<file path="config.mk">
export PLATFORM = sky130hd
export DESIGN_NAME = cil_top
export DESIGN_NICKNAME = d
export VERILOG_FILES = /design/src/hw/cil_pkg.sv /design/src/hw/cil_mask.sv /design/src/hw/cil_timer.sv /design/src/hw/cil_top.sv
export SDC_FILE = /design/constraint.sdc
export NUM_CORES = 1
export LEC_CHECK = 0
export BUFFER_PORTS_ARGS = -buffer_cell sky130_fd_sc_hd__buf_2
export CAP_MARGIN = 20
export CORE_UTILIZATION = 30
export DETAILED_ROUTE_END_ITERATION = 16
export PLACE_DENSITY = 0.46
export SLEW_MARGIN = 25
export SYNTH_ARGS = -nofsm -noshare
export SYNTH_HDL_FRONTEND = slang
export SYNTH_SLANG_ARGS = --single-unit
</file>
<file path="constraint.sdc">
create_clock -name clk -period 1.7 [get_ports clk]
set_clock_uncertainty 0.1 [all_clocks]
set_input_delay 0 -clock clk [delete_from_list [all_inputs] [get_ports clk]]
set_output_delay 0 -clock clk [all_outputs]
set_load 0.02 [all_outputs]
</file>
<file path="src/hw/cil_pkg.sv">
// Shared constants of the core interrupt logic: register map, fields, resets.
// Assumes a 32-bit APB with byte addresses in the low eight bits.
package cil_pkg;
  localparam int CIL_AW = 8;
  localparam int CIL_NPEND = 8;
  localparam int CIL_NHW = 5;
  localparam int CIL_NSW = 2;
  localparam int CIL_NEVT = 2;
  // Register offsets
  localparam logic [7:0] CIL_OFS_STATUS = 8'h00;
  localparam logic [7:0] CIL_OFS_CAUSE = 8'h04;
  localparam logic [7:0] CIL_OFS_INTREG = 8'h08;
  localparam logic [7:0] CIL_OFS_COUNT = 8'h0C;
  localparam logic [7:0] CIL_OFS_COMPARE = 8'h10;
  localparam logic [7:0] CIL_OFS_EVT_STAT = 8'h14;
  localparam logic [7:0] CIL_OFS_EVT_CLR = 8'h18;
  localparam logic [7:0] CIL_OFS_EVT_EN = 8'h1C;
  // Field positions
  localparam int CIL_ST_GIE = 0;
  localparam int CIL_ST_XLVL = 1;
  localparam int CIL_ST_MASK_LO = 8;
  localparam int CIL_CA_SW_LO = 8;
  localparam int CIL_CA_HW_LO = 10;
  localparam int CIL_CA_TMR = 15;
  localparam int CIL_EV_NMI = 0;
  localparam int CIL_EV_TMR = 1;
  // Reset values
  localparam logic CIL_RST_GIE = 1'b0;
  localparam logic CIL_RST_XLVL = 1'b1;
  localparam logic [7:0] CIL_RST_MASK = 8'h00;
  localparam logic [1:0] CIL_RST_SW = 2'h0;
  localparam logic [4:0] CIL_RST_INTREG = 5'h00;
  localparam logic [31:0] CIL_RST_COUNT = 32'h0000_0000;
  localparam logic [31:0] CIL_RST_COMPARE = 32'hFFFF_FFFF;
  localparam logic [1:0] CIL_RST_EVT = 2'h0;
endpackage

</file>
<file path="src/hw/cil_mask.sv">
// Per-bit masking of the pending field and global gating.
// Assumes all inputs come from flops of the same clock.
`timescale 1ns/10ps
module cil_mask import cil_pkg::*; #(
  parameter int N = CIL_NPEND
) (
  // Sources
  input wire logic [N-1:0] pend,
  input wire logic [N-1:0] mask,
  // Gates
  input wire logic gate_en,
  input wire logic gate_lvl,
  // Result
  output logic req
);
  logic [N-1:0] prod;

  genvar i;
  generate
    for (i = 0; i < N; i++) begin : g_bit
      assign prod[i] = pend[i] & mask[i];
    end
  endgenerate

  // Enabled only with global enable set and exception level clear
  assign req = (|prod) & gate_en & ~gate_lvl;
endmodule

</file>
<file path="src/hw/cil_timer.sv">
// Count/compare timer with sticky match pending bit.
// Assumes one write strobe per register, taken on the same clock.
`timescale 1ns/10ps
module cil_timer import cil_pkg::*; (
  // Clock and reset
  input wire logic clk,
  input wire logic rst_n,
  // Register writes
  input wire logic wr_count,
  input wire logic wr_cmp,
  input wire logic [31:0] wdata,
  // State
  output logic [31:0] count,
  output logic [31:0] compare,
  output logic match,
  output logic pend
);
  always_ff @(posedge clk or negedge rst_n) begin
    if (!rst_n) begin
      count <= CIL_RST_COUNT;
    end else if (wr_count) begin
      count <= wdata;
    end else begin
      count <= count + 32'h0000_0001;
    end
  end

  always_ff @(posedge clk or negedge rst_n) begin
    if (!rst_n) begin
      compare <= CIL_RST_COMPARE;
    end else if (wr_cmp) begin
      compare <= wdata;
    end
  end

  assign match = (count == compare);

  // Set wins over the clear done by a compare write
  always_ff @(posedge clk or negedge rst_n) begin
    if (!rst_n) begin
      pend <= 1'b0;
    end else if (match) begin
      pend <= 1'b1;
    end else if (wr_cmp) begin
      pend <= 1'b0;
    end
  end
endmodule

</file>
<file path="src/hw/cil_top.sv">
// Core interrupt logic: NMI capture and redirect, pending/mask/enable gating,
// count/compare timer, APB register file and a summary event interrupt.
// Assumes all inputs synchronous to clk, which is the core master clock.
//
// Added by the designer: the APB slave port and the placing of the registers.
`timescale 1ns/10ps
module cil_top import cil_pkg::*; #(
  parameter logic [31:0] RESET_VECTOR = 32'h0000_1000
) (
  // Clock and reset
  input wire logic clk,
  input wire logic rst_n,
  // APB slave
  input wire logic psel,
  input wire logic penable,
  input wire logic pwrite,
  input wire logic [CIL_AW-1:0] paddr,
  input wire logic [31:0] pwdata,
  output logic [31:0] prdata,
  output logic pready,
  output logic pslverr,
  // Interrupt sources and pipeline
  input wire logic nmi_line_n,
  input wire logic [CIL_NHW-1:0] int_lines,
  input wire logic pipe_run,
  // Pipeline requests
  output logic core_int,
  output logic nmi_redirect,
  output logic [31:0] redirect_pc,
  // Event interrupt
  output logic irq
);
  logic setup;
  logic wr;
  logic global_int_enable;
  logic exception_level_bit;
  logic [CIL_NPEND-1:0] int_mask_field;
  logic [CIL_NSW-1:0] sw_pend;
  logic [CIL_NHW-1:0] intreg;
  logic [CIL_NPEND-1:0] int_pending_field;
  logic [CIL_NEVT-1:0] evt_stat;
  logic [CIL_NEVT-1:0] evt_en;
  logic [CIL_NEVT-1:0] evt_set;
  logic [31:0] count;
  logic [31:0] compare;
  logic tmr_match;
  logic tmr_pend;
  logic next_core_int;
  logic nmi_req;
  logic nmi_req_d;
  logic nmi_pend;
  logic nmi_take;
  logic [31:0] rd_data;
  logic rd_err;

  assign setup = psel & ~penable;
  assign wr = psel & penable & pready & pwrite;

  // Pending field: timer, hardware lines ORed with internal bits, software
  assign int_pending_field = {tmr_pend, intreg | int_lines, sw_pend};

  // Count and compare timer
  cil_timer u_timer (
    .clk(clk),
    .rst_n(rst_n),
    .wr_count(wr && paddr == CIL_OFS_COUNT),
    .wr_cmp(wr && paddr == CIL_OFS_COMPARE),
    .wdata(pwdata),
    .count(count),
    .compare(compare),
    .match(tmr_match),
    .pend(tmr_pend)
  );

  // Pending mask and global gates
  cil_mask #(.N(CIL_NPEND)) u_mask (
    .pend(int_pending_field),
    .mask(int_mask_field),
    .gate_en(global_int_enable),
    .gate_lvl(exception_level_bit),
    .req(next_core_int)
  );

  // Status register
  always_ff @(posedge clk or negedge rst_n) begin
    if (!rst_n) begin
      global_int_enable <= CIL_RST_GIE;
      exception_level_bit <= CIL_RST_XLVL;
      int_mask_field <= CIL_RST_MASK;
    end else if (wr && paddr == CIL_OFS_STATUS) begin
      global_int_enable <= pwdata[CIL_ST_GIE];
      exception_level_bit <= pwdata[CIL_ST_XLVL];
      int_mask_field <= pwdata[CIL_ST_MASK_LO +: CIL_NPEND];
    end
  end

  // Software pending bits: no hardware path sets or clears them
  always_ff @(posedge clk or negedge rst_n) begin
    if (!rst_n) begin
      sw_pend <= CIL_RST_SW;
    end else if (wr && paddr == CIL_OFS_CAUSE) begin
      sw_pend <= pwdata[CIL_CA_SW_LO +: CIL_NSW];
    end
  end

  // Internal interrupt register
  always_ff @(posedge clk or negedge rst_n) begin
    if (!rst_n) begin
      intreg <= CIL_RST_INTREG;
    end else if (wr && paddr == CIL_OFS_INTREG) begin
      intreg <= pwdata[CIL_NHW-1:0];
    end
  end

  // Level request, re-evaluated every cycle
  always_ff @(posedge clk or negedge rst_n) begin
    if (!rst_n) begin
      core_int <= 1'b0;
    end else begin
      core_int <= next_core_int;
    end
  end

  // NMI line captured on the master clock rise and inverted
  always_ff @(posedge clk or negedge rst_n) begin
    if (!rst_n) begin
      nmi_req <= 1'b0;
      nmi_req_d <= 1'b0;
    end else begin
      nmi_req <= ~nmi_line_n;
      nmi_req_d <= nmi_req;
    end
  end

  // Held until the pipeline runs; new edge wins over the take
  assign nmi_take = nmi_pend & pipe_run;
  always_ff @(posedge clk or negedge rst_n) begin
    if (!rst_n) begin
      nmi_pend <= 1'b0;
    end else if (nmi_req & ~nmi_req_d) begin
      nmi_pend <= 1'b1;
    end else if (nmi_take) begin
      nmi_pend <= 1'b0;
    end
  end

  // Redirect pulse and held vector
  always_ff @(posedge clk or negedge rst_n) begin
    if (!rst_n) begin
      nmi_redirect <= 1'b0;
      redirect_pc <= 32'h0000_0000;
    end else begin
      nmi_redirect <= nmi_take;
      if (nmi_take) begin
        redirect_pc <= RESET_VECTOR;
      end
    end
  end

  // Sticky events; set wins over the clear
  assign evt_set[CIL_EV_NMI] = nmi_take;
  assign evt_set[CIL_EV_TMR] = tmr_match;
  always_ff @(posedge clk or negedge rst_n) begin
    if (!rst_n) begin
      evt_stat <= CIL_RST_EVT;
    end else if (wr && paddr == CIL_OFS_EVT_CLR) begin
      evt_stat <= (evt_stat & ~pwdata[CIL_NEVT-1:0]) | evt_set;
    end else begin
      evt_stat <= evt_stat | evt_set;
    end
  end

  // Event enables
  always_ff @(posedge clk or negedge rst_n) begin
    if (!rst_n) begin
      evt_en <= CIL_RST_EVT;
    end else if (wr && paddr == CIL_OFS_EVT_EN) begin
      evt_en <= pwdata[CIL_NEVT-1:0];
    end
  end

  // Summary event interrupt, one cycle behind the status
  always_ff @(posedge clk or negedge rst_n) begin
    if (!rst_n) begin
      irq <= 1'b0;
    end else begin
      irq <= |(evt_stat & evt_en);
    end
  end

  // Read mux
  always_comb begin
    rd_data = 32'h0000_0000;
    rd_err = 1'b0;
    case (paddr)
      CIL_OFS_STATUS: begin
        rd_data[CIL_ST_GIE] = global_int_enable;
        rd_data[CIL_ST_XLVL] = exception_level_bit;
        rd_data[CIL_ST_MASK_LO +: CIL_NPEND] = int_mask_field;
      end
      CIL_OFS_CAUSE: begin
        rd_data[CIL_CA_SW_LO +: CIL_NSW] = sw_pend;
        rd_data[CIL_CA_HW_LO +: CIL_NHW] = intreg | int_lines;
        rd_data[CIL_CA_TMR] = tmr_pend;
      end
      CIL_OFS_INTREG: rd_data[CIL_NHW-1:0] = intreg;
      CIL_OFS_COUNT: rd_data = count;
      CIL_OFS_COMPARE: rd_data = compare;
      CIL_OFS_EVT_STAT: rd_data[CIL_NEVT-1:0] = evt_stat;
      CIL_OFS_EVT_CLR: rd_data = 32'h0000_0000;
      CIL_OFS_EVT_EN: rd_data[CIL_NEVT-1:0] = evt_en;
      default: rd_err = 1'b1;
    endcase
  end

  // No wait state: answer prepared in the setup cycle, pready high in the first access cycle
  always_ff @(posedge clk or negedge rst_n) begin
    if (!rst_n) begin
      pready <= 1'b0;
      pslverr <= 1'b0;
      prdata <= 32'h0000_0000;
    end else begin
      pready <= setup;
      pslverr <= setup & rd_err;
      if (setup && !pwrite) begin
        prdata <= rd_data;
      end
    end
  end

  // Rule checks
  AST_NMI_VECTOR: assert property (@(posedge clk) disable iff (!rst_n)
    nmi_redirect |-> redirect_pc == RESET_VECTOR) else $error("NMI redirect without reset vector");
  AST_NMI_CAPTURE: assert property (@(posedge clk) disable iff (!rst_n)
    ##1 nmi_req == !$past(nmi_line_n)) else $error("NMI request not inverted capture");
  AST_NMI_RUN_ONLY: assert property (@(posedge clk) disable iff (!rst_n)
    nmi_redirect |-> $past(pipe_run) && $past(nmi_pend)) else $error("NMI taken while stalled");
  AST_NMI_UNMASKED: assert property (@(posedge clk) disable iff (!rst_n)
    (nmi_pend && pipe_run && !global_int_enable) |=> nmi_redirect) else $error("NMI blocked");
  AST_SW_ONLY: assert property (@(posedge clk) disable iff (!rst_n)
    !(wr && paddr == CIL_OFS_CAUSE) |=> $stable(sw_pend)) else $error("Software pending changed");
  AST_TIMER_SET: assert property (@(posedge clk) disable iff (!rst_n)
    count == compare |=> tmr_pend) else $error("Timer match not pending");
  AST_CAUSE_TMR: assert property (@(posedge clk) disable iff (!rst_n)
    (setup && !pwrite && paddr == CIL_OFS_CAUSE) |=> prdata[CIL_CA_TMR] == $past(tmr_pend))
    else $error("Cause bit 15 wrong");
  AST_CAUSE_HW: assert property (@(posedge clk) disable iff (!rst_n)
    (setup && !pwrite && paddr == CIL_OFS_CAUSE)
    |=> prdata[14:10] == ($past(intreg) | $past(int_lines))) else $error("Cause hardware bits wrong");
  AST_INT_LEVEL: assert property (@(posedge clk) disable iff (!rst_n)
    ##1 core_int == (|($past(int_pending_field) & $past(int_mask_field)) & $past(global_int_enable)
    & !$past(exception_level_bit)))
    else $error("Core interrupt level wrong");
  AST_IE_GATE: assert property (@(posedge clk) disable iff (!rst_n)
    (!global_int_enable || exception_level_bit) |=> !core_int) else $error("Gated interrupt raised");

  // Pending, mask and gate path
  AST_SW_WRITE: assert property (@(posedge clk) disable iff (!rst_n)
    (wr && paddr == CIL_OFS_CAUSE) |=> sw_pend == $past(pwdata[9:8]))
    else $error("Software pending write lost");
  AST_CAUSE_SW: assert property (@(posedge clk) disable iff (!rst_n)
    (setup && !pwrite && paddr == CIL_OFS_CAUSE) |=> prdata[9:8] == $past(sw_pend))
    else $error("Cause software bits wrong");
  AST_TIMER_HOLD: assert property (@(posedge clk) disable iff (!rst_n)
    (tmr_pend && !(wr && paddr == CIL_OFS_COMPARE)) |=> tmr_pend) else $error("Timer pending lost");
  AST_CORE_INT_TIMER: assert property (@(posedge clk) disable iff (!rst_n)
    (tmr_pend && int_mask_field[7] && global_int_enable && !exception_level_bit) |=> core_int)
    else $error("Timer request not forwarded");
  AST_HW_TO_INT: assert property (@(posedge clk) disable iff (!rst_n)
    (((intreg | int_lines) & int_mask_field[6:2]) != 5'h00 && global_int_enable && !exception_level_bit)
    |=> core_int) else $error("Hardware request not forwarded");
  AST_SW_TO_INT: assert property (@(posedge clk) disable iff (!rst_n)
    ((sw_pend & int_mask_field[1:0]) != 2'h0 && global_int_enable && !exception_level_bit)
    |=> core_int) else $error("Software request not forwarded");
  AST_NO_MASK: assert property (@(posedge clk) disable iff (!rst_n)
    (int_mask_field == 8'h00) |=> !core_int) else $error("Interrupt with all sources masked");

  // Non-maskable path
  AST_NMI_HOLD: assert property (@(posedge clk) disable iff (!rst_n)
    (nmi_pend && !pipe_run) |=> nmi_pend) else $error("NMI dropped while stalled");
  AST_NMI_TAKE_CLR: assert property (@(posedge clk) disable iff (!rst_n)
    (nmi_take && !(nmi_req && !nmi_req_d)) |=> !nmi_pend) else $error("NMI pending after take");
  AST_REDIRECT_HOLD: assert property (@(posedge clk) disable iff (!rst_n)
    !nmi_take |=> $stable(redirect_pc)) else $error("Redirect target moved");

  // Main scenarios
  CV_CORE_INT: cover property (@(posedge clk) disable iff (!rst_n) $rose(core_int));
  CV_NMI: cover property (@(posedge clk) disable iff (!rst_n) nmi_redirect);
  CV_TIMER: cover property (@(posedge clk) disable iff (!rst_n) tmr_match ##1 irq);
  CV_NMI_HELD: cover property (@(posedge clk) disable iff (!rst_n) (nmi_pend && !pipe_run) ##1 nmi_pend);
  CV_SW_INT: cover property (@(posedge clk) disable iff (!rst_n) (|sw_pend) && core_int);
endmodule

</file>
==> results.md <==
- Layout cells sized above 1: 39.7%
- Worst slack at placement: -132 ps
- Pwr per Cell Area: 897 nW/um^2
- Critical Path RT: 1910 ps
- Main synth FF type: dfrtp_1
- Unrepaired setup endpoints after global routing: yes
- Site row count: 54
- Die Y-Extent: 151 um
- Hold Crit Class: in -> reg
- Largest net degree at the start of global routing: 66
- Internal power: 6.10 mW
- Top Ports: 121
- Worst EP arrival: 1990 ps
- Fmax: 561 MHz
- Net Sw Frac: 26.1%
- Sequential Power Share: 40.4%
- PortBufs: 89
- Met3 usage: 3.34%
- Cell Area, Synth: 6650 um^2
- Register area share after synthesis: 48.4%
- Maximum VDD drop: 0.000584 V
- Die span in x: 151 um
- Failing checks: setup timing
- HPWL Detailed: 15.2 mm
- Overall Global Routing Usage: 18.8%
- Routability cong.: 0.877
- Full die area: 22800 um^2
- Post-layout minimum cycle time: 1780 ps
- Max-Cap Viols: 0
- Global-route layer with the greatest usage: met2
- Final setup margin: -82.9 ps
- Cells after DPL: 1052
- Antenna Cells: 0
- Most frequent cells in the layout: 88 x dfrtp_1, 88 x buf_2, 69 x nor2_1, 69 x buf_4, 55 x mux2_2
- CTS tree: yes
- Pwr Total: 8.25 mW
- Wire per inst: 18.0 um
- DRT Wirelength: 20.3 mm
- Clock Root Buffer: clkbuf_16
- Final setup viols: 4
- Worst-case headroom to the max-slew limit: 59.9%
- Worst Tran Pin Value: 586 ps
- Warnings, synthesis: 0
- Finished Cell Area: 9200 um^2
- Hold slack final: 13.8 ps
- Vias in the first global route: 5503
- CP max FO: 4
- Vias: 5545
- Area growth syn-to-layout: 38.3%
- Core area: 21800 um^2
- Met2 GRT Util: 30.0%
- Kind of critical path: reg -> reg
- EDFF count, synth: 0
- Clock network fraction of design power: 46.9%
- Routed Antenna Nets: 0
- NetSw: 2.15 mW
- Congestion Overflow GR: 0
- Global-route wire length before repair: 31.6 mm
- Post-Route Setup TNS: -226 ps
- Total Nets Final: 892
- Syn Area/Cell: 10.4 um^2
- Met1 usage: 25.3%
- Dpl cell area: 7890 um^2
- Fin cells: 1132
- Async S/R FF share, synth: 100%
- Clock buffer count from CTS: 17
- Status: complete, but fails checks
- Max Slew Vio Count: 0
- Period utilization: 105%
- Via-to-Cell Ratio: 4.90
- Post-synth cell types: 49
- Leak pwr: 4.05 nW
- Detailed Routing Iterations Pass 1: 4
- Max Root-Sink Buffers: 2
- Synth Instances: 640
- Critical Path Start Type: flop
- CTS Sinks: 127
- Initial Util: 30.6%
- Power share of the combinational group: 12.7%
- Final hold viol count: 0
- Critical Path End Type: flop
- Residual DRC: 0
- Clk pin slew, worst setup/hold paths: 60 ps
- Finished Core Util: 42.3%
- DR iter-0 viols: 315
- Worst-Skew Late Latency: 430 ps
- Initial antenna violation count: 0
- Yosys reg bits: 127
- # H-tree levels: 4
## worst max-delay path, cell delays in order, from the launching register on
cell and delay (ps):
dfrtp_1 360, nand4_1 190, buf_6 190, nor4_4 320, nand2_1 110, xnor2_1 130
mux2_4 250
## registers in the layout (all words and copies together) (netlist names), 2 cells and up
signal           cells
prdata              32
int_mask_field       8
evt_stat             2
evt_en               2
sw_pend              2
u_timer.compare     32
u_timer.count       32
intreg               5
## layer usage
layer	share of wire, %	up-vias
met5	0	-
met4	2.1	0
met3	3.9	26
met2	47	135
met1	47	2772
li1	-	2612
## repair_timing
| action | 4_1_cts | 5_1_grt |
|---|---|---|
| setup endpoints to repair | 34 | 43 |
| pin swaps | 10 | 22 |
| endpoints found under the hold margin | 225 | 0 |
| resized for setup | 21 | 24 |
| cloned | 0 | 1 |
| hold buffers | 41 | 0 |
| setup buffers | 2 | 4 |
## synth_stat cells, drive strengths merged (12+ instances only)
master | count | area [um^2]
a21oi | 32 | 160
nand3 | 21 | 120
o21ai | 31 | 155
xor2 | 20 | 175
nand4 | 20 | 131
dfrtp | 94 | 2350
xnor2 | 41 | 359
mux2 | 58 | 653
a221oi | 15 | 131
dfstp | 33 | 867
nand2 | 48 | 183
buf | 52 | 340
nor2 | 73 | 279
a22oi | 14 | 105
clkbuf | 12 | 45.0
## final timing paths
check	start	end	slack (ps)	cells after the start
max in group asynchronous	rst_n	u_timer.compare[25]	1110	3
min reg2reg	nmi_req	nmi_req_d	280	0
min	int_lines[2]	core_int	10	5
max	u_timer.count[11]	u_timer.count[18]	-80	6
min in group asynchronous	rst_n	core_int	30	3
max reg2reg	u_timer.count[11]	u_timer.count[18]	-80	6
## kinds of logic (layout without fill, tap and decap cells)
logic type | count (synthesis) | count (layout) | share of synthesized area [%]
AND/OR/NAND/NOR | 204 | 204 | 15.7
buffers and inverters | 71 | 253 | 6.19
AO/OA/AOI/OAI | 113 | 113 | 11.0
flip-flops | 127 | 127 | 48.4
other | 1 | 31 | 0.0564
multiplexers | 62 | 62 | 10.4
XOR/XNOR | 61 | 61 | 8.04
adder cells (fa/ha/maj) | 1 | 1 | 0.188
## area by class of cell
cell class	count	area (um^2)
repair buffers	214	1640
multi-input cells	472	3330
flip-flops and latches	127	3230
inverters	7	26.3
fillers	2134	12600
clock inverters	14	193
clock buffers	18	429
well taps	280	350
## power by group through the flow
stage               clock (mW)  combinational (mW)  sequential, mW
floorplan                    0               0.467            3.37
global placement             0               0.928            3.33
detailed placement           0               0.933            3.33
CTS                       3.92                1.02            3.33
global route              4.05                1.15            3.35
finish                    3.87                1.05            3.34
No activity file was read; power rests on OpenSTA's default activity.
